$ cat src/otpc_consts.svh
// Timing counts, pin widths and limits for the OTP EPROM programmer controller
`ifndef OTPC_CONSTS_SVH
`define OTPC_CONSTS_SVH
`define OTPC_CLK_MHZ 100
`define OTPC_ADDR_W 17
`define OTPC_DATA_W 8
`define OTPC_ERASED_BYTE 8'hFF
// Times in ns as printed, cycles derived (least rounds up, longest down)
`define OTPC_SETUP_NS 2000
`define OTPC_SETUP_CYC ((`OTPC_SETUP_NS * `OTPC_CLK_MHZ + 999) / 1000)
`define OTPC_PULSE_MIN_NS 30000
`define OTPC_PULSE_MAX_NS 105000
`define OTPC_PULSE_CYC ((`OTPC_PULSE_MIN_NS * `OTPC_CLK_MHZ + 999) / 1000)
`define OTPC_PULSE_MAX_CYC ((`OTPC_PULSE_MAX_NS * `OTPC_CLK_MHZ) / 1000)
`define OTPC_VERIFY_NS 150
`define OTPC_VERIFY_CYC ((`OTPC_VERIFY_NS * `OTPC_CLK_MHZ + 999) / 1000)
`define OTPC_READ_NS 70
`define OTPC_READ_CYC ((`OTPC_READ_NS * `OTPC_CLK_MHZ + 999) / 1000)
`define OTPC_MAX_PULSES 25
`define OTPC_ID_BYTE_A0 0
`define OTPC_ID_BANK_A1 1
`define OTPC_ID_HV_A9 9
`endif

$ cat src/otpc_pkg.sv
// Types shared by the OTP EPROM programmer controller
package otpc_pkg;
	// Control pins as driven to the device, all active low except supplies
	typedef struct packed {
		logic chipSelN;
		logic outGateN;
		logic programStrobeN;
		logic vppRaised;
		logic idModeHighVoltage;
	} otpc_pins_s;

	typedef enum logic [1:0] {
		OTPC_CMD_READ = 2'h0,
		OTPC_CMD_PROGRAM = 2'h1,
		OTPC_CMD_IDENT = 2'h2,
		OTPC_CMD_CHECK = 2'h3
	} otpc_cmd_e;

	typedef enum logic [9:0] {
		OTPC_IDLE = 10'h001,
		OTPC_SETUP = 10'h002,
		OTPC_PULSE = 10'h004,
		OTPC_GAP = 10'h008,
		OTPC_VERIFY = 10'h010,
		OTPC_COMPARE = 10'h020,
		OTPC_READ = 10'h040,
		OTPC_FETCH = 10'h080,
		OTPC_DONE = 10'h100,
		OTPC_FAIL = 10'h200
	} otpc_state_e;
endpackage

$ cat src/otpc_data_mem.sv
// Small source buffer holding the bytes to be written to the device
`timescale 1ns/1ps
`default_nettype none
module otpc_data_mem #(
	parameter int DATA_W = 8,
	parameter int DEPTH_W = 4
) (
	input wire logic clk,
	input wire logic wrEn,
	input wire logic [DEPTH_W-1:0] wrAddr,
	input wire logic [DATA_W-1:0] wrData,
	input wire logic [DEPTH_W-1:0] rdAddr,
	output logic [DATA_W-1:0] rdData
);
	logic [DATA_W-1:0] memArray [0:(1<<DEPTH_W)-1];

	// Registered read keeps the programmer's data path free of ram delay
	always_ff @(posedge clk)
	begin
		if (wrEn)
			memArray[wrAddr] <= wrData;
		rdData <= memArray[rdAddr];
	end
endmodule
`default_nettype wire

$ cat src/otpc_programmer.sv
// Host-side programmer and reader for a 128K x 8 one-time-programmable EPROM
`timescale 1ns/1ps
`default_nettype none
`include "otpc_consts.svh"
module otpc_programmer #(
	parameter int ADDR_W = `OTPC_ADDR_W,
	parameter int BUF_W = 4,
	parameter int MAX_PULSES = `OTPC_MAX_PULSES,
	parameter int PULSE_CYC = `OTPC_PULSE_CYC,
	parameter int SETUP_CYC = `OTPC_SETUP_CYC
) (
	input wire logic clk,
	input wire logic rstn,
	input wire logic cmdValid,
	input wire otpc_pkg::otpc_cmd_e cmdOp,
	input wire logic [ADDR_W-1:0] cmdAddr,
	input wire logic [BUF_W-1:0] cmdCount,
	input wire logic idBank,
	input wire logic idByte,
	input wire logic bufWrEn,
	input wire logic [BUF_W-1:0] bufWrAddr,
	input wire logic [7:0] bufWrData,
	input wire logic [7:0] dataIn,
	output logic [7:0] dataOut,
	output logic dataOe,
	output logic [ADDR_W-1:0] addressLines,
	output otpc_pkg::otpc_pins_s pins,
	output logic busy,
	output logic doneValid,
	output logic doneFail,
	output logic [7:0] rdByte,
	output logic rdParityOk
);
	// ------------------------------------------------------------
	// Types, pin synchroniser and source buffer
	// ------------------------------------------------------------
	otpc_pkg::otpc_state_e state_ff, nxt_state;
	otpc_pkg::otpc_cmd_e op_ff, nxt_op;
	otpc_pkg::otpc_pins_s pins_ff, nxt_pins;
	logic [ADDR_W-1:0] addr_ff, nxt_addr;
	logic [BUF_W-1:0] idx_ff, nxt_idx, last_ff, nxt_last;
	logic [16:0] tmr_ff, nxt_tmr;
	logic [7:0] pulses_ff, nxt_pulses;
	logic [7:0] dOut_ff, nxt_dOut;
	logic dOe_ff, nxt_dOe;
	logic busy_ff, nxt_busy, done_ff, nxt_done, fail_ff, nxt_fail;
	logic [7:0] rdByte_ff, nxt_rdByte;
	logic parOk_ff, nxt_parOk;
	logic [7:0] dataMeta_ff, dataSync_ff;
	logic [7:0] srcByte;

	// Data pins come from off chip, so two flops before any use
	always_ff @(posedge clk)
	begin
		dataMeta_ff <= dataIn;
		dataSync_ff <= dataMeta_ff;
	end

	otpc_data_mem #(.DATA_W(8), .DEPTH_W(BUF_W)) uSrc (
		.clk(clk),
		.wrEn(bufWrEn),
		.wrAddr(bufWrAddr),
		.wrData(bufWrData),
		.rdAddr(nxt_idx),
		.rdData(srcByte)
	);

	// Odd parity check of an identifier byte, top bit as parity
	function automatic logic oddParity(input logic [7:0] b);
		oddParity = ^b;
	endfunction

	// Pin set for a mode; select, gate and strobe are given asserted (1 = pin low)
	function automatic otpc_pkg::otpc_pins_s modePins(input logic sel, input logic gate,
		input logic strobe, input logic vpp, input logic hv);
		modePins = '{chipSelN: ~sel, outGateN: ~gate, programStrobeN: ~strobe,
			vppRaised: vpp, idModeHighVoltage: hv};
	endfunction

	// ------------------------------------------------------------
	// Sequencer
	// ------------------------------------------------------------
	// Standby (select high) is the resting state, keeping the part floating
	always_comb
	begin
		nxt_state = state_ff;
		nxt_op = op_ff;
		nxt_pins = pins_ff;
		nxt_addr = addr_ff;
		nxt_idx = idx_ff;
		nxt_last = last_ff;
		nxt_tmr = tmr_ff;
		nxt_pulses = pulses_ff;
		nxt_dOut = dOut_ff;
		nxt_dOe = dOe_ff;
		nxt_busy = busy_ff;
		nxt_done = 1'b0;
		nxt_fail = fail_ff;
		nxt_rdByte = rdByte_ff;
		nxt_parOk = parOk_ff;
		case (state_ff)
			otpc_pkg::OTPC_IDLE:
			begin
				nxt_pins = modePins(1'b0, 1'b0, 1'b0, 1'b0, 1'b0);
				nxt_dOe = 1'b0;
				if (cmdValid)
				begin
					nxt_op = cmdOp;
					nxt_busy = 1'b1;
					nxt_fail = 1'b0;
					nxt_idx = '0;
					nxt_last = cmdCount;
					nxt_pulses = '0;
					nxt_addr = cmdAddr;
					nxt_tmr = 17'(SETUP_CYC);
					if (cmdOp == otpc_pkg::OTPC_CMD_PROGRAM)
					begin
						// Supply raised, gate high, strobe low, select still high
						nxt_pins = modePins(1'b0, 1'b0, 1'b1, 1'b1, 1'b0);
						nxt_state = otpc_pkg::OTPC_SETUP;
					end
					else if (cmdOp == otpc_pkg::OTPC_CMD_IDENT)
					begin
						// Other lines high, bank and byte on lines one and zero
						// Offered so the user can pick the algorithm before writing
						nxt_addr = '1;
						nxt_addr[`OTPC_ID_BANK_A1] = idBank;
						nxt_addr[`OTPC_ID_BYTE_A0] = idByte;
						nxt_pins = modePins(1'b1, 1'b1, 1'b0, 1'b0, 1'b1);
						nxt_tmr = 17'(SETUP_CYC);
						nxt_state = otpc_pkg::OTPC_READ;
					end
					else
					begin
						nxt_pins = modePins(1'b1, 1'b1, 1'b0, 1'b0, 1'b0);
						nxt_tmr = 17'(`OTPC_READ_CYC);
						nxt_state = otpc_pkg::OTPC_READ;
					end
				end
			end
			otpc_pkg::OTPC_SETUP:
			begin
				// Full byte driven on all data lines before the pulse
				nxt_dOut = srcByte;
				nxt_dOe = 1'b1;
				if (tmr_ff == 17'h0)
				begin
					// Only the select carries the pulse, so parallel parts share the rest
					nxt_pins.chipSelN = 1'b0;
					nxt_tmr = 17'(PULSE_CYC);
					nxt_pulses = pulses_ff + 8'h01;
					nxt_state = otpc_pkg::OTPC_PULSE;
				end
				else
					nxt_tmr = tmr_ff - 17'h1;
			end
			otpc_pkg::OTPC_PULSE:
			begin
				// Shortest legal pulse, repeated only while verify fails
				if (tmr_ff == 17'h0)
				begin
					nxt_pins.chipSelN = 1'b1;
					nxt_tmr = 17'(SETUP_CYC);
					nxt_state = otpc_pkg::OTPC_GAP;
				end
				else
					nxt_tmr = tmr_ff - 17'h1;
			end
			otpc_pkg::OTPC_GAP:
			begin
				if (tmr_ff == 17'h0)
				begin
					nxt_dOe = 1'b0;
					nxt_pins = modePins(1'b1, 1'b1, 1'b0, 1'b1, 1'b0);
					nxt_tmr = 17'(`OTPC_VERIFY_CYC + 2);
					nxt_state = otpc_pkg::OTPC_VERIFY;
				end
				else
					nxt_tmr = tmr_ff - 17'h1;
			end
			otpc_pkg::OTPC_VERIFY:
			begin
				// Extra two cycles cover the input synchroniser
				if (tmr_ff == 17'h0)
					nxt_state = otpc_pkg::OTPC_COMPARE;
				else
					nxt_tmr = tmr_ff - 17'h1;
			end
			otpc_pkg::OTPC_COMPARE:
			begin
				nxt_rdByte = dataSync_ff;
				nxt_pins = modePins(1'b0, 1'b0, 1'b1, 1'b1, 1'b0);
				nxt_tmr = 17'(SETUP_CYC);
				if (dataSync_ff == dOut_ff)
				begin
					nxt_pulses = '0;
					if (idx_ff == last_ff)
					begin
						// Final pass rereads everything at normal supply
						nxt_op = otpc_pkg::OTPC_CMD_CHECK;
						nxt_idx = '0;
						nxt_addr = addr_ff - ADDR_W'(last_ff);
						nxt_pins = modePins(1'b1, 1'b1, 1'b0, 1'b0, 1'b0);
						nxt_tmr = 17'(`OTPC_READ_CYC);
						nxt_state = otpc_pkg::OTPC_READ;
					end
					else
					begin
						nxt_idx = idx_ff + 1'b1;
						nxt_addr = addr_ff + 1'b1;
						nxt_state = otpc_pkg::OTPC_SETUP;
					end
				end
				else if (pulses_ff >= 8'(MAX_PULSES))
				begin
					nxt_fail = 1'b1;
					nxt_state = otpc_pkg::OTPC_DONE;
				end
				else
					nxt_state = otpc_pkg::OTPC_SETUP;
			end
			otpc_pkg::OTPC_READ:
			begin
				// Gate low with select low; wait access plus two sync flops
				if (tmr_ff == 17'h0)
				begin
					nxt_tmr = 17'h2;
					nxt_state = otpc_pkg::OTPC_FETCH;
				end
				else
					nxt_tmr = tmr_ff - 17'h1;
			end
			otpc_pkg::OTPC_FETCH:
			begin
				if (tmr_ff != 17'h0)
					nxt_tmr = tmr_ff - 17'h1;
				else
				begin
					nxt_rdByte = dataSync_ff;
					nxt_parOk = oddParity(dataSync_ff);
					if (op_ff == otpc_pkg::OTPC_CMD_CHECK)
					begin
						if (dataSync_ff != srcByte)
							nxt_fail = 1'b1;
						if (idx_ff == last_ff)
							nxt_state = otpc_pkg::OTPC_DONE;
						else
						begin
							nxt_idx = idx_ff + 1'b1;
							nxt_addr = addr_ff + 1'b1;
							nxt_tmr = 17'(`OTPC_READ_CYC);
							nxt_state = otpc_pkg::OTPC_READ;
						end
					end
					else
						nxt_state = otpc_pkg::OTPC_DONE;
				end
			end
			otpc_pkg::OTPC_DONE:
			begin
				nxt_pins = modePins(1'b0, 1'b0, 1'b0, 1'b0, 1'b0);
				nxt_dOe = 1'b0;
				nxt_busy = 1'b0;
				nxt_done = 1'b1;
				nxt_state = otpc_pkg::OTPC_IDLE;
			end
			default:
				nxt_state = otpc_pkg::OTPC_IDLE;
		endcase
	end

	// Register every piece of sequencer state; reset goes to standby
	always_ff @(posedge clk)
	begin
		if (!rstn)
		begin
			state_ff <= otpc_pkg::OTPC_IDLE;
			op_ff <= otpc_pkg::OTPC_CMD_READ;
			pins_ff <= '{chipSelN: 1'b1, outGateN: 1'b1, programStrobeN: 1'b1,
				vppRaised: 1'b0, idModeHighVoltage: 1'b0};
			addr_ff <= '0;
			idx_ff <= '0;
			last_ff <= '0;
			tmr_ff <= '0;
			pulses_ff <= '0;
			dOut_ff <= `OTPC_ERASED_BYTE;
			dOe_ff <= 1'b0;
			busy_ff <= 1'b0;
			done_ff <= 1'b0;
			fail_ff <= 1'b0;
			rdByte_ff <= '0;
			parOk_ff <= 1'b0;
		end
		else
		begin
			state_ff <= nxt_state;
			op_ff <= nxt_op;
			pins_ff <= nxt_pins;
			addr_ff <= nxt_addr;
			idx_ff <= nxt_idx;
			last_ff <= nxt_last;
			tmr_ff <= nxt_tmr;
			pulses_ff <= nxt_pulses;
			dOut_ff <= nxt_dOut;
			dOe_ff <= nxt_dOe;
			busy_ff <= nxt_busy;
			done_ff <= nxt_done;
			fail_ff <= nxt_fail;
			rdByte_ff <= nxt_rdByte;
			parOk_ff <= nxt_parOk;
		end
	end

	// Outputs straight from flops
	assign pins = pins_ff;
	assign addressLines = addr_ff;
	assign dataOut = dOut_ff;
	assign dataOe = dOe_ff;
	assign busy = busy_ff;
	assign doneValid = done_ff;
	assign doneFail = fail_ff;
	assign rdByte = rdByte_ff;
	assign rdParityOk = parOk_ff;
endmodule
`default_nettype wire

$ cat config.mk
export PLATFORM = sky130hd
export DESIGN_NAME = otpc_programmer
export DESIGN_NICKNAME = d
export VERILOG_FILES = /design/src/otpc_pkg.sv /design/src/otpc_data_mem.sv /design/src/otpc_programmer.sv
export VERILOG_INCLUDE_DIRS = /design/src
export SDC_FILE = /design/constraint.sdc
export NUM_CORES = 1
export LEC_CHECK = 0
export ABC_AREA = 1
export BUFFER_PORTS_ARGS = -buffer_cell sky130_fd_sc_hd__buf_2
export CAP_MARGIN = 10
export CORE_UTILIZATION = 60
export CTS_CLUSTER_DIAMETER = 50
export CTS_CLUSTER_SIZE = 16
export DETAILED_ROUTE_END_ITERATION = 8
export MAX_ROUTING_LAYER = met4
export PLACE_DENSITY_LB_ADDON = 0.2
export SETUP_SLACK_MARGIN = 0.2
export SLEW_MARGIN = 20
export SYNTH_ARGS = -nofsm -noshare
export SYNTH_HDL_FRONTEND = slang
export SYNTH_SLANG_ARGS = --single-unit
$ cat constraint.sdc
create_clock -name clk -period 4 [get_ports clk]
set_input_delay 0 -clock clk [delete_from_list [all_inputs] [get_ports clk]]
set_output_delay 0 -clock clk [all_outputs]
set_load 0.01 [all_outputs]
## Yosys cells after proc, flatten, opt, wreduce, memory -nomap -nowiden

Memories as Yosys holds them, arrays and structs flattened. A register that Yosys moved wholly into a read port is not among the register bits.
Cells that the tools add are included.

| storage, ports and cells | value |
|---|---|
| bits in registers | 104 |
| memory bits (writable) | 128 |
| output and inout port bits | 43 |
| word-level logic and storage cells | 164 |
| memories kept | 1 |

| operators by class | value |
|---|---|
| add/subtract/negate cells | 5 |
| order comparisons | 1 |
| eq/ne operators | 32 |
| multiplexer cells | 77 |
| bitwise logic cells | 1 |
| reduce and logical (&&, ||, !) cells | 26 |

Memories:

| name | depth | width | rd ports | clocked after memory_dff | wr ports | line | RTL |
|---|---|---|---|---|---|---|---|
| uSrc.memArray | 16 | 8 | 1 | 1 | 1 | otpc_data_mem.sv:15 | `logic [DATA_W-1:0] memArray [0:(1<<DEPTH_W)-1];` |

Operators by type and width:

| operator | number |
|---|---|
| 17-bit two-way mux | 17 |
| 17-bit case mux with 8 select lines | 1 |
| 10-bit two-way mux | 8 |
| 10-bit case mux with 8 select lines | 1 |
| 8-bit two-way mux | 8 |
| 17-bit case mux with 3 select lines | 1 |
| 2-bit != test (second input constant) | 15 |
| 9-bit two-way mux | 3 |
| 5-bit two-way mux | 5 |
| 4-bit two-way mux | 6 |
| 8-bit case mux with 3 select lines | 1 |
| 17-bit by 1-bit adder with 17-bit output (second input constant) | 1 |
| 17-bit zero test | 1 |
| 17-bit nonzero test | 1 |
| 17-bit by 1-bit subtractor with 17-bit output (second input constant) | 1 |
| 17-bit by 4-bit subtractor with 17-bit output | 1 |
| 4-bit case mux with 4 select lines | 1 |
| 8-bit case mux with 2 select lines | 1 |
| 7-bit two-way mux | 2 |
| 7-bit AND reduction | 2 |
| 1-bit two-way mux | 13 |
| 4-bit case mux with 3 select lines | 1 |
| 2-bit AND reduction | 6 |
| 4-bit AND reduction | 3 |
| other kinds (33) | 42 |

## Depth between registers and ports, before layout

Gate-level depths: netlist of run 1.

| logic depth | value |
|---|---|
| word-level depth | 5 |
| gate-level depth with buffers | 19 |

## By module

Synthesis of run 1 repeated with hierarchy kept, for this count alone.

| unflattened totals | value |
|---|---|
| cell total of the unflattened synthesis | 1608 |
| area, all modules | 12568.3 µm² |

Modules (own cells, without submodules):

| module | times used | cells an instance | area each (µm²) |
|---|---|---|---|
| otpc_programmer | 1 | 1055 | 6796.5 |
| otpc_data_mem | 1 | 553 | 5771.8 |

## Worst setup path before layout of run 1

Ideal clock, no wire load.

| path | value |
|---|---|
| path type | register to register |
| from | register last_ff[1] |
| to | register uSrc.rdData[6] (read register of uSrc.memArray) |
| library setup time | 0.113 ns |
| arrival time | 2.195 ns |
| slack | 1.692 ns |
| cell stages (with the launch flop) | 18 |
| buffers on the path | 2 |
| clock period less this slack | 2.308 ns |
| cells stage by stage | dfxtp_1 inv_1 nand2_1 nand2_1 nor2_1 nand2_2 ha_1 nand2_1 nand2_1 nand4_1 nand3_2 buf_6 clkbuf_1 nand4_1 nand3_1 nand3_2 nand3_1 nand2_1 |

| on the way | value |
|---|---|
| cells in the longest elaborated chain, start to end | 5 |
| elaborated cells on any way between the ends | 7 |
| classes of those cells | eq/ne: 1; mux: 6 |

RTL lines:

| item | line | RTL |
|---|---|---|
| start: declaration | otpc_programmer.sv:41 | `logic [BUF_W-1:0] idx_ff, nxt_idx, last_ff, nxt_last;` |
| start signal: assignment | otpc_programmer.sv:301 | `last_ff <= nxt_last;` |
| 4-bit equality test (*) | otpc_programmer.sv:197, otpc_programmer.sv:245 |  |
| 4-bit two-way mux | otpc_programmer.sv:245 | `if (idx_ff == last_ff)` |
| 4-bit two-way mux | otpc_programmer.sv:241 | `if (op_ff == otpc_pkg::OTPC_CMD_CHECK)` |
| 4-bit two-way mux | otpc_programmer.sv:235 | `if (tmr_ff != 17'h0)` |
| 4-bit case mux with 3 select lines (*) | otpc_programmer.sv:101 | `case (state_ff)` |
| end: declaration | otpc_data_mem.sv:13 | `output logic [DATA_W-1:0] rdData` |

Every way passes the cells marked *; elsewhere a longest branch is shown, timed or not.
A chain may end at the register's enable or synchronous reset.

## Worst setup path after layout of run 1

| path | value |
|---|---|
| from | register idx_ff[0] |
| to | register uSrc.rdData[4] (read register of uSrc.memArray) |

| on the way | value |
|---|---|
| cells in the longest elaborated chain, start to end | 5 |
| elaborated cells on any way between the ends | 9 |
| classes of those cells | add/sub: 1; eq/ne: 1; mux: 7 |

RTL lines:

| item | line | RTL |
|---|---|---|
| start: declaration | otpc_programmer.sv:41 |  |
| start signal: assignment | otpc_programmer.sv:300 | `idx_ff <= nxt_idx;` |
| 4-bit by 1-bit adder with 4-bit output or 4-bit equality test (tied branches) | n/a |  |
| 4-bit two-way mux | otpc_programmer.sv:245 |  |
| 4-bit two-way mux | otpc_programmer.sv:241 |  |
| 4-bit two-way mux | otpc_programmer.sv:235 |  |
| 4-bit case mux with 3 select lines (*) | otpc_programmer.sv:101 |  |

Marks and branches as above.

==> out/metrics.cfg, run 1 <==
[setup_path]
path_max_fanout = 31
worst_path_max_delay_cell = dfxtp_1
reg2reg_to = uSrc.rdData[4]
cp_cell_sequence = inv_2, nand2_1, nand2_1, nor2_1, nand2_2, ha_1, nand2_1, nand2_1, nand4_1, nand3_2, nand3_2, buf_4, nand2_1, nand2_1, nand2_1, nand3_1, nand3_1, nand2_1
path_class = register to register
ff2ff_setup_slack_ps = 830
endpoint = uSrc.rdData[4]
cp-end-kind = register
r2r_start = idx_ff[0]
crit_start = idx_ff[0]
start_kind = register
reg2reg_depth = 18
cp_data_required_time_ps = 4410
cp_common_cell = nand2_1
critPathArrivalTime_ps = 3590
max_stage_delay_ps = 420

[run]
cap_violations = 0

[timing]
finalCritPeriodShare_pct = 79.3
finalSetupViolCount = 0
min_period_ps = 3170
finalHoldViolCount = 0
finalClockSkew_ps = 19.7
finalSetupTns_ps = 0
grt_setup_unrepaired = no
drv_slew = 0
fmax_ghz = 0.315
worst_slew_pin_slew_ps = 1010
relSlewSlack_pct = 32.5

[die]
die-area_sq_um = 21200
initial_core_util_pct = 61.3
core_sq_um = 20200
die_w_microns = 146
top_level_ports = 92
die_h_microns = 146
num_rows = 52

[power_and_ir_drop]
p_total_mw = 8.45
pwr-share-seq_pct = 36.4
comb_power_share_pct = 36.1
ir_drop_uv = 463
p_leak_nw = 6.04
powerDensity_nw_per_um2 = 601
swShare_pct = 38.8
clock_power_share_pct = 27.6
p_sw_mw = 3.28
cellInternalPower_mw = 5.17

[clock_network]
root_buffer = clkbuf_16
cts_tree = built
cts_buffers = 24
htree_levels = 1
insertion_delay_ps = 540
clock_sinks = 239
path_clk_slew_ps = 60
ctsLongestPathBuffers = 3

[layout]
register_area_sq_um = 6070
fillers = 1680
n_antenna_cell = 0
syn_to_final_growth_pct = 13.4
multiInputGateArea_sq_um = 5230
drive_gt1_share_pct = 13.9
num-nets-final = 1661

[synthesis]
synth_top_family_by_area = simple AND/OR/NAND/NOR gates
synthCells = 1496
syn-num-nets = 1560
ys_warn_count = 0
ys_types = 55
syn-cell-area_sq_um = 12400
synthArstFlopShare_pct = 0
yosysSeqAreaShare_pct = 48.9
synth_xor_area_share_pct = 2.68
synth_edf_count = 128
synth_fa_ha_area_share_pct = 1.57
synthSimpleGateAreaFrac_pct = 28.5
synth-compound-area-share_pct = 9.37
synth_mux_area_share_pct = 0
post_synth.cell_area_avg_sq_um = 8.29
synth_seq_cells = 239
synth_top_flop_cell = edfxtp_1

[global_routing]
grt_pass1_vias = 10513
grt_pass1_wl_microns = 52500
grt_usage_pct = 31.7
antenna_found_initial = 0
grt-ovfl-total = 0
grt_max_degree = 65

[place]
port_buffers = 91
gp_congestion = 0.947
dpl.hpwl_microns = 21900

[min_path]
hold_class = primary input to register
hold_start = idByte

[route]
avgViaCountPerCell = 5.72
drc = 0
drt_wl_total_microns = 32600
drt_iter0_markers = 866
wl_per_cell_microns = 17.3
postRouteAntennaNets = 0
firstDrtPassIters = 5
vias = 10775

[run_status]
status = completed

[flip-flops by register name, indices dropped and copies added, names as in the netlist]
register,flops
uSrc.memArray,128
addressLines,17
tmr_ff,17
state_ff,9
dataMeta_ff,8
dataOut,8
dataSync_ff,8
pulses_ff,8
rdByte,8
uSrc.rdData,8
pins,5
idx_ff,4
last_ff,4
op_ff,2
busy,1
dataOe,1
doneFail,1
doneValid,1
rdParityOk,1
[synth_stat cells (3+ instances only)]
master	instances	area (sq um)
o21ai_1	4	20.0
nand3_1	129	646
edfxtp_1	128	3840
inv_1	162	608
nor4_1	6	37.5
nor2_2	11	68.8
inv_2	16	60.1
nand3b_1	7	52.6
xor2_1	24	210
clkbuf_1	17	63.8
buf_6	13	146
a21oi_1	70	350
or2_2	5	31.3
nor2_4	9	101
buf_4	8	60.1
o211ai_1	5	37.5
ha_1	14	175
dfxtp_1	111	2220
nand3_2	8	80.1
nand2_4	3	33.8
o21ai_0	94	470
xnor2_1	14	123
buf_2	24	120
a211oi_1	4	30.0
nand2_1	336	1260
nand4_1	73	457
a41oi_1	7	61.3
nor3_1	23	115
a31oi_1	8	50.1
nor2_1	116	435
nand2_2	14	87.6
[through the flow]
step	cells	hold WS [ps]	worst slack (ps)	instance area (sq um)	utilization, %
after CTS	1885	1.54	807	14100	69.5
after global routing	1885	31.8	506	14100	69.5
after detailed placement	1802	105	875	12900	63.5
after global placement	1802	102	880	12900	63.5
after floorplan	1496	27.7	1690	12400	-
final	1885	30.7	829	14100	69.5
[kinds of logic (layout without fill, tap and decap cells)]
family                     count (synthesis)  count (layout)
buffers and inverters                    248             367
xor gates and xnor gates                  38              38
AOI/OAI and AO/OA                        209             209
and+or+nand+nor                          747             747
adders and majority gates                 15              15
DFF                                      239             239
[per-layer routing]
metal / vias to the layer above / global-route usage, % / routed length, microns
met1: 5051 / 37.1 / 13000
met2: 403 / 55.2 / 16300
met4: 0 / 12.0 / 1100
met5: - / - / 0
li1: 5240 / - / -
met3: 81 / 4.51 / 2190
[power by group through the flow]
stage | Clock (mW) | Combinational, mW | Sequential, mW
after floorplan | 0 | 2.32 | 3.08
after global placement | 0 | 2.91 | 3.11
after detailed placement | 0 | 2.96 | 3.12
after CTS | 2.35 | 3.01 | 3.06
after global routing | 2.45 | 3.39 | 3.10
final | 2.33 | 3.05 | 3.07
[critical path: cells and delay by family (launching register included)]
| family | cells | cell delay [ps] |
|---|---|---|
| AND/OR/NAND/NOR | 15 | 1800 |
| flip-flops | 1 | 420 |
| buffers and inverters | 2 | 510 |
| adder cells (fa/ha/maj) | 1 | 340 |
[cells in the final DEF (no fill, tap or decap), types with 5 or more instances in the layout]
master         synthesis  layout
nand3b_1               7       7
nand3_1              129     128
nor2_2                11      11
o211ai_1               5       5
xnor2_1               14      14
nand3_2                8       9
a31oi_1                8       8
clkbuf_16              0      26
a41oi_1                7       7
nor2_1               116     116
nand2_1              336     335
buf_4                  8      10
buf_2                 24      91
dfxtp_1              111     111
nand2_2               14      15
o21ai_0               94      94
nand4_1               73      73
dlygate4sd3_1          0      39
nor4_1                 6       6
nor2_4                 9       9
nor3_1                23      23
edfxtp_1             128     128
or2_2                  5       5
inv_2                 16      16
xor2_1                24      24
a21oi_1               70      70
inv_1                162     162
ha_1                  14      14
[final cells by class]
cell class                      count  share of cell area [%]
Timing Repair Buffer              140                    6.55
Multi-Input combinational cell   1009                    37.2
Clock inverter                     13                    1.06
Tap cell                          270                    2.40
Clock buffer                       31                    4.77
Inverter                          183                    4.95
Sequential cell                   239                    43.1
[worst min-delay path by stage]
| stage | endpoint | slack, ps | cells after the start |
|---|---|---|---|
| floorplan | dataMeta_ff[0] | 30 | 0 |
| global placement | dataMeta_ff[5] | 100 | 1 |
| detailed placement | dataMeta_ff[4] | 100 | 1 |
| CTS | addressLines[1] | 2 | 5 |
| global route | addressLines[0] | 30 | 5 |
| finish | addressLines[0] | 30 | 5 |
[repair_timing]
action,4_1_cts,5_1_grt
hold buffers,39,0
setup buffers,0,0
resized for setup,0,0
hold endpoints to repair,162,0
(Power assumes the default switching activity.)
==> run 2: changes to the inputs <==
--- a/config.mk
+++ b/config.mk
@@ -6,7 +6,7 @@
 export SDC_FILE = /design/constraint.sdc
 export NUM_CORES = 1
 export LEC_CHECK = 0
-export ABC_AREA = 1
+export ABC_AREA = 0
 export BUFFER_PORTS_ARGS = -buffer_cell sky130_fd_sc_hd__buf_2
 export CAP_MARGIN = 10
 export CORE_UTILIZATION = 60
==> constraint.sdc (replaced) <==
create_clock -name clk -period 3.05 [get_ports clk]
set_input_delay 0 -clock clk [delete_from_list [all_inputs] [get_ports clk]]
set_output_delay 0 -clock clk [all_outputs]
set_load 0.01 [all_outputs]
==> run 2 against run 1 <==
Register-to-register slack lost 820 ps. Via count shrank 5.1%. Routed wire length down 1.0%. Combinational power up 30%. Clock power up 36%. Worst setup slack worse by 820 ps.
==> out/metrics.cfg, run 2 <==
[timing]
grt_setup_unrepaired = yes
worst_slew_pin_slew_ps = 1020
finalClockSkew_ps = 21.0
relSlewSlack_pct = 31.3
finalCritPeriodShare_pct = 99.6
drv_slew = 0
min_period_ps = 3040
fmax_ghz = 0.329
finalHoldViolCount = 0
setup_slack_ps = 11.9
finalSetupViolCount = 0

[power_and_ir_drop]
cellInternalPower_mw = 7.20
pwr-share-seq_pct = 35.9
p_sw_mw = 3.91
p_leak_nw = 5.55
ir_drop_uv = 530
powerDensity_nw_per_um2 = 764
clock_power_share_pct = 28.5
swShare_pct = 35.2
comb_power_share_pct = 35.7

[synthesis]
post_synth.cell_area_avg_sq_um = 9.89
synth_most_common_cell = edfxtp_1
syn-cell-area_sq_um = 11500
synth_top_cell_by_area = edfxtp_1
synth_top_flop_cell = edfxtp_1
synthCells = 1166
syn-num-nets = 1230
synth_edf_count = 128
synthTopCellsByCount = edfxtp_1 (128), dfxtp_1 (111), nor2_1 (111)
ys_top_cells_by_area = edfxtp_1 (33%), dfxtp_1 (19%), o21ai_0 (3.9%), nor2_1 (3.6%), nand2_1 (3.4%)
ys_types = 83
synth.top_cell.area_share_pct = 33.3
ys_warn_count = 0
synthArstFlopShare_pct = 0
yosysSeqAreaShare_pct = 52.6
synth_seq_cells = 239

[global_routing]
grt_pass1_vias = 9590
grt_max_degree = 51
grt_usage_pct = 32.5
antenna_found_initial = 0
grt-ovfl-total = 0
grt_pass1_wl_microns = 49300

[setup_path]
path_max_fanout = 6
r2r_start = tmr_ff[1]
start_kind = register
reg2reg_depth = 14
path_class = register to register
critPathArrivalTime_ps = 3450
reg2reg_to = uSrc.rdData[2]
cp_data_required_time_ps = 3460
cp-end-kind = register
ff2ff_setup_slack_ps = 10

[layout]
final_common_cell = edfxtp_1
fin_cells = 1621
regMostFlops = uSrc.memArray
syn_to_final_growth_pct = 26.0
largest_reg_flops = 128
num-nets-final = 1434
final_util_pct = 77.4
layout_common_cells = edfxtp_1 (128), nor2_1 (109), nand2_1 (104)
fillers = 1167
multiInputGateArea_sq_um = 5250
drive_gt1_share_pct = 23.5
register_area_sq_um = 6080
n_antenna_cell = 0

[route]
firstDrtPassIters = 5
drt_wl_total_microns = 32300
vias = 10222
drt_iter0_markers = 932
drc = 0
wl_per_cell_microns = 19.9
postRouteAntennaNets = 0
avgViaCountPerCell = 6.31

[place]
dpl.hpwl_microns = 20100
gp_congestion = 0.964
placed_cells_incl_taps = 1506
post-place-ws_ps = -21.2
port_buffers = 91

[die]
num_rows = 50
initial_core_util_pct = 61.5
core_sq_um = 18800
top_level_ports = 92
die_w_microns = 141
die_h_microns = 141
die-area_sq_um = 19800

[clock_network]
clock_sinks = 239
cts_tree = built
cts_buffers = 26
root_buffer = clkbuf_16
htree_levels = 1
path_clk_slew_ps = 70
ctsLongestPathBuffers = 3
insertion_delay_ps = 540

[min_path]
min_path_cells = 5
hold_class = primary input to register
min_to = addressLines[6]
hold_start = cmdAddr[6]

[run]
cap_violations = 0

[run_status]
status = completed

==> run 2: changes by cell type after synthesis, moves of 13 or more <==
cell | before | now
nand2_1 | 336 | 104
buf_2 | 24 | 9
clkbuf_1 | 17 | 49
o211ai_1 | 5 | 36
nand4_1 | 73 | 16
inv_2 | 16 | 0
a31oi_1 | 8 | 21
inv_1 | 162 | 41
xnor2_1 | 14 | 34
nand3_1 | 129 | 48
mux2i_1 | 0 | 14
==> run 2: worst max-delay path: stages, from the launching register on <==
cell and delay (ps):
dfxtp_2 320, inv_1 60, ha_2 180, nor4b_4 310, and4_4 320, buf_4 130
nand4b_1 150, and3_4 250, nor2_4 210, buf_12 160, buf_4 100, buf_4 100
mux2_4 280, o211ai_1 210, o211ai_1 140
==> run 2: stage by stage <==
stage / hold slack, ps / setup TNS, ps / area (sq um) / total power [mW]
floorplan: 27.7 / 0 / 11600 / 6.31
global route: 41.9 / -118 / 14500 / 11.7
global placement: 102 / 0 / 12700 / 7.40
detailed placement: 104 / -21.2 / 12700 / 7.47
finish: 24.9 / 0 / 14500 / 11.1
CTS: 2.81 / 0 / 14200 / 10.7
==> run 2: power groups by stage <==
stage | Sequential [mW] | Clock (mW) | Combinational, mW
CTS | 3.96 | 3.18 | 3.61
finish | 3.99 | 3.16 | 3.96
floorplan | 3.98 | 0 | 2.33
global route | 4.03 | 3.31 | 4.34
global placement | 4.02 | 0 | 3.38
detailed placement | 4.03 | 0 | 3.44
==> run 2: per-layer routing <==
layer	vias to the layer above	GRT usage, %	wire [microns]
met5	-	-	0
met4	0	11.0	1110
met2	538	53.6	15700
met1	4859	41.5	13000
li1	4736	-	-
met3	89	4.45	2490
==> run 2: worst max-delay path by stage <==
stage                      startpoint             end  slack, ps  cells after the start
final                       tmr_ff[1]  uSrc.rdData[2]         10                     14
after global routing        tmr_ff[0]  uSrc.rdData[2]        -90                     14
after CTS                 state_ff[5]  uSrc.rdData[4]        140                      9
after detailed placement    tmr_ff[1]  uSrc.rdData[4]        -20                     12
after global placement      tmr_ff[1]  uSrc.rdData[6]        100                      9
after floorplan           state_ff[2]  uSrc.rdData[6]         30                     10
==> run 2: cell type report <==
cell class | count | share of cell area (%)
repair buffers | 244 | 13.0
inverters | 41 | 1.06
clock inverters | 18 | 1.27
clock buffers | 27 | 4.65
multi-input cells | 818 | 36.2
well taps | 234 | 2.01
flip-flops and latches | 239 | 41.9
==> run 2: timing repair <==
action	4_1_cts	5_1_grt
setup endpoints to repair	22	24
gates resized for setup	16	43
setup buffers	14	13
gates cloned	1	4
pin swaps	16	21
hold buffers	38	0
hold endpoints to repair	170	0
==> run 2: logic make-up (layout without fill, tap and decap cells) <==
kind of cell               count (synthesis)  after routing  share of synthesized area [%]
buffers and inverters                    109            330                           4.05
xor gates and xnor gates                  56             56                           4.25
DFF                                      239            239                           52.6
and+or+nand+nor                          401            401                           17.2
muxes                                     22             22                           2.00
AOI/OAI and AO/OA                        324            324                           18.2
adders and majority gates                 15             15                           1.69
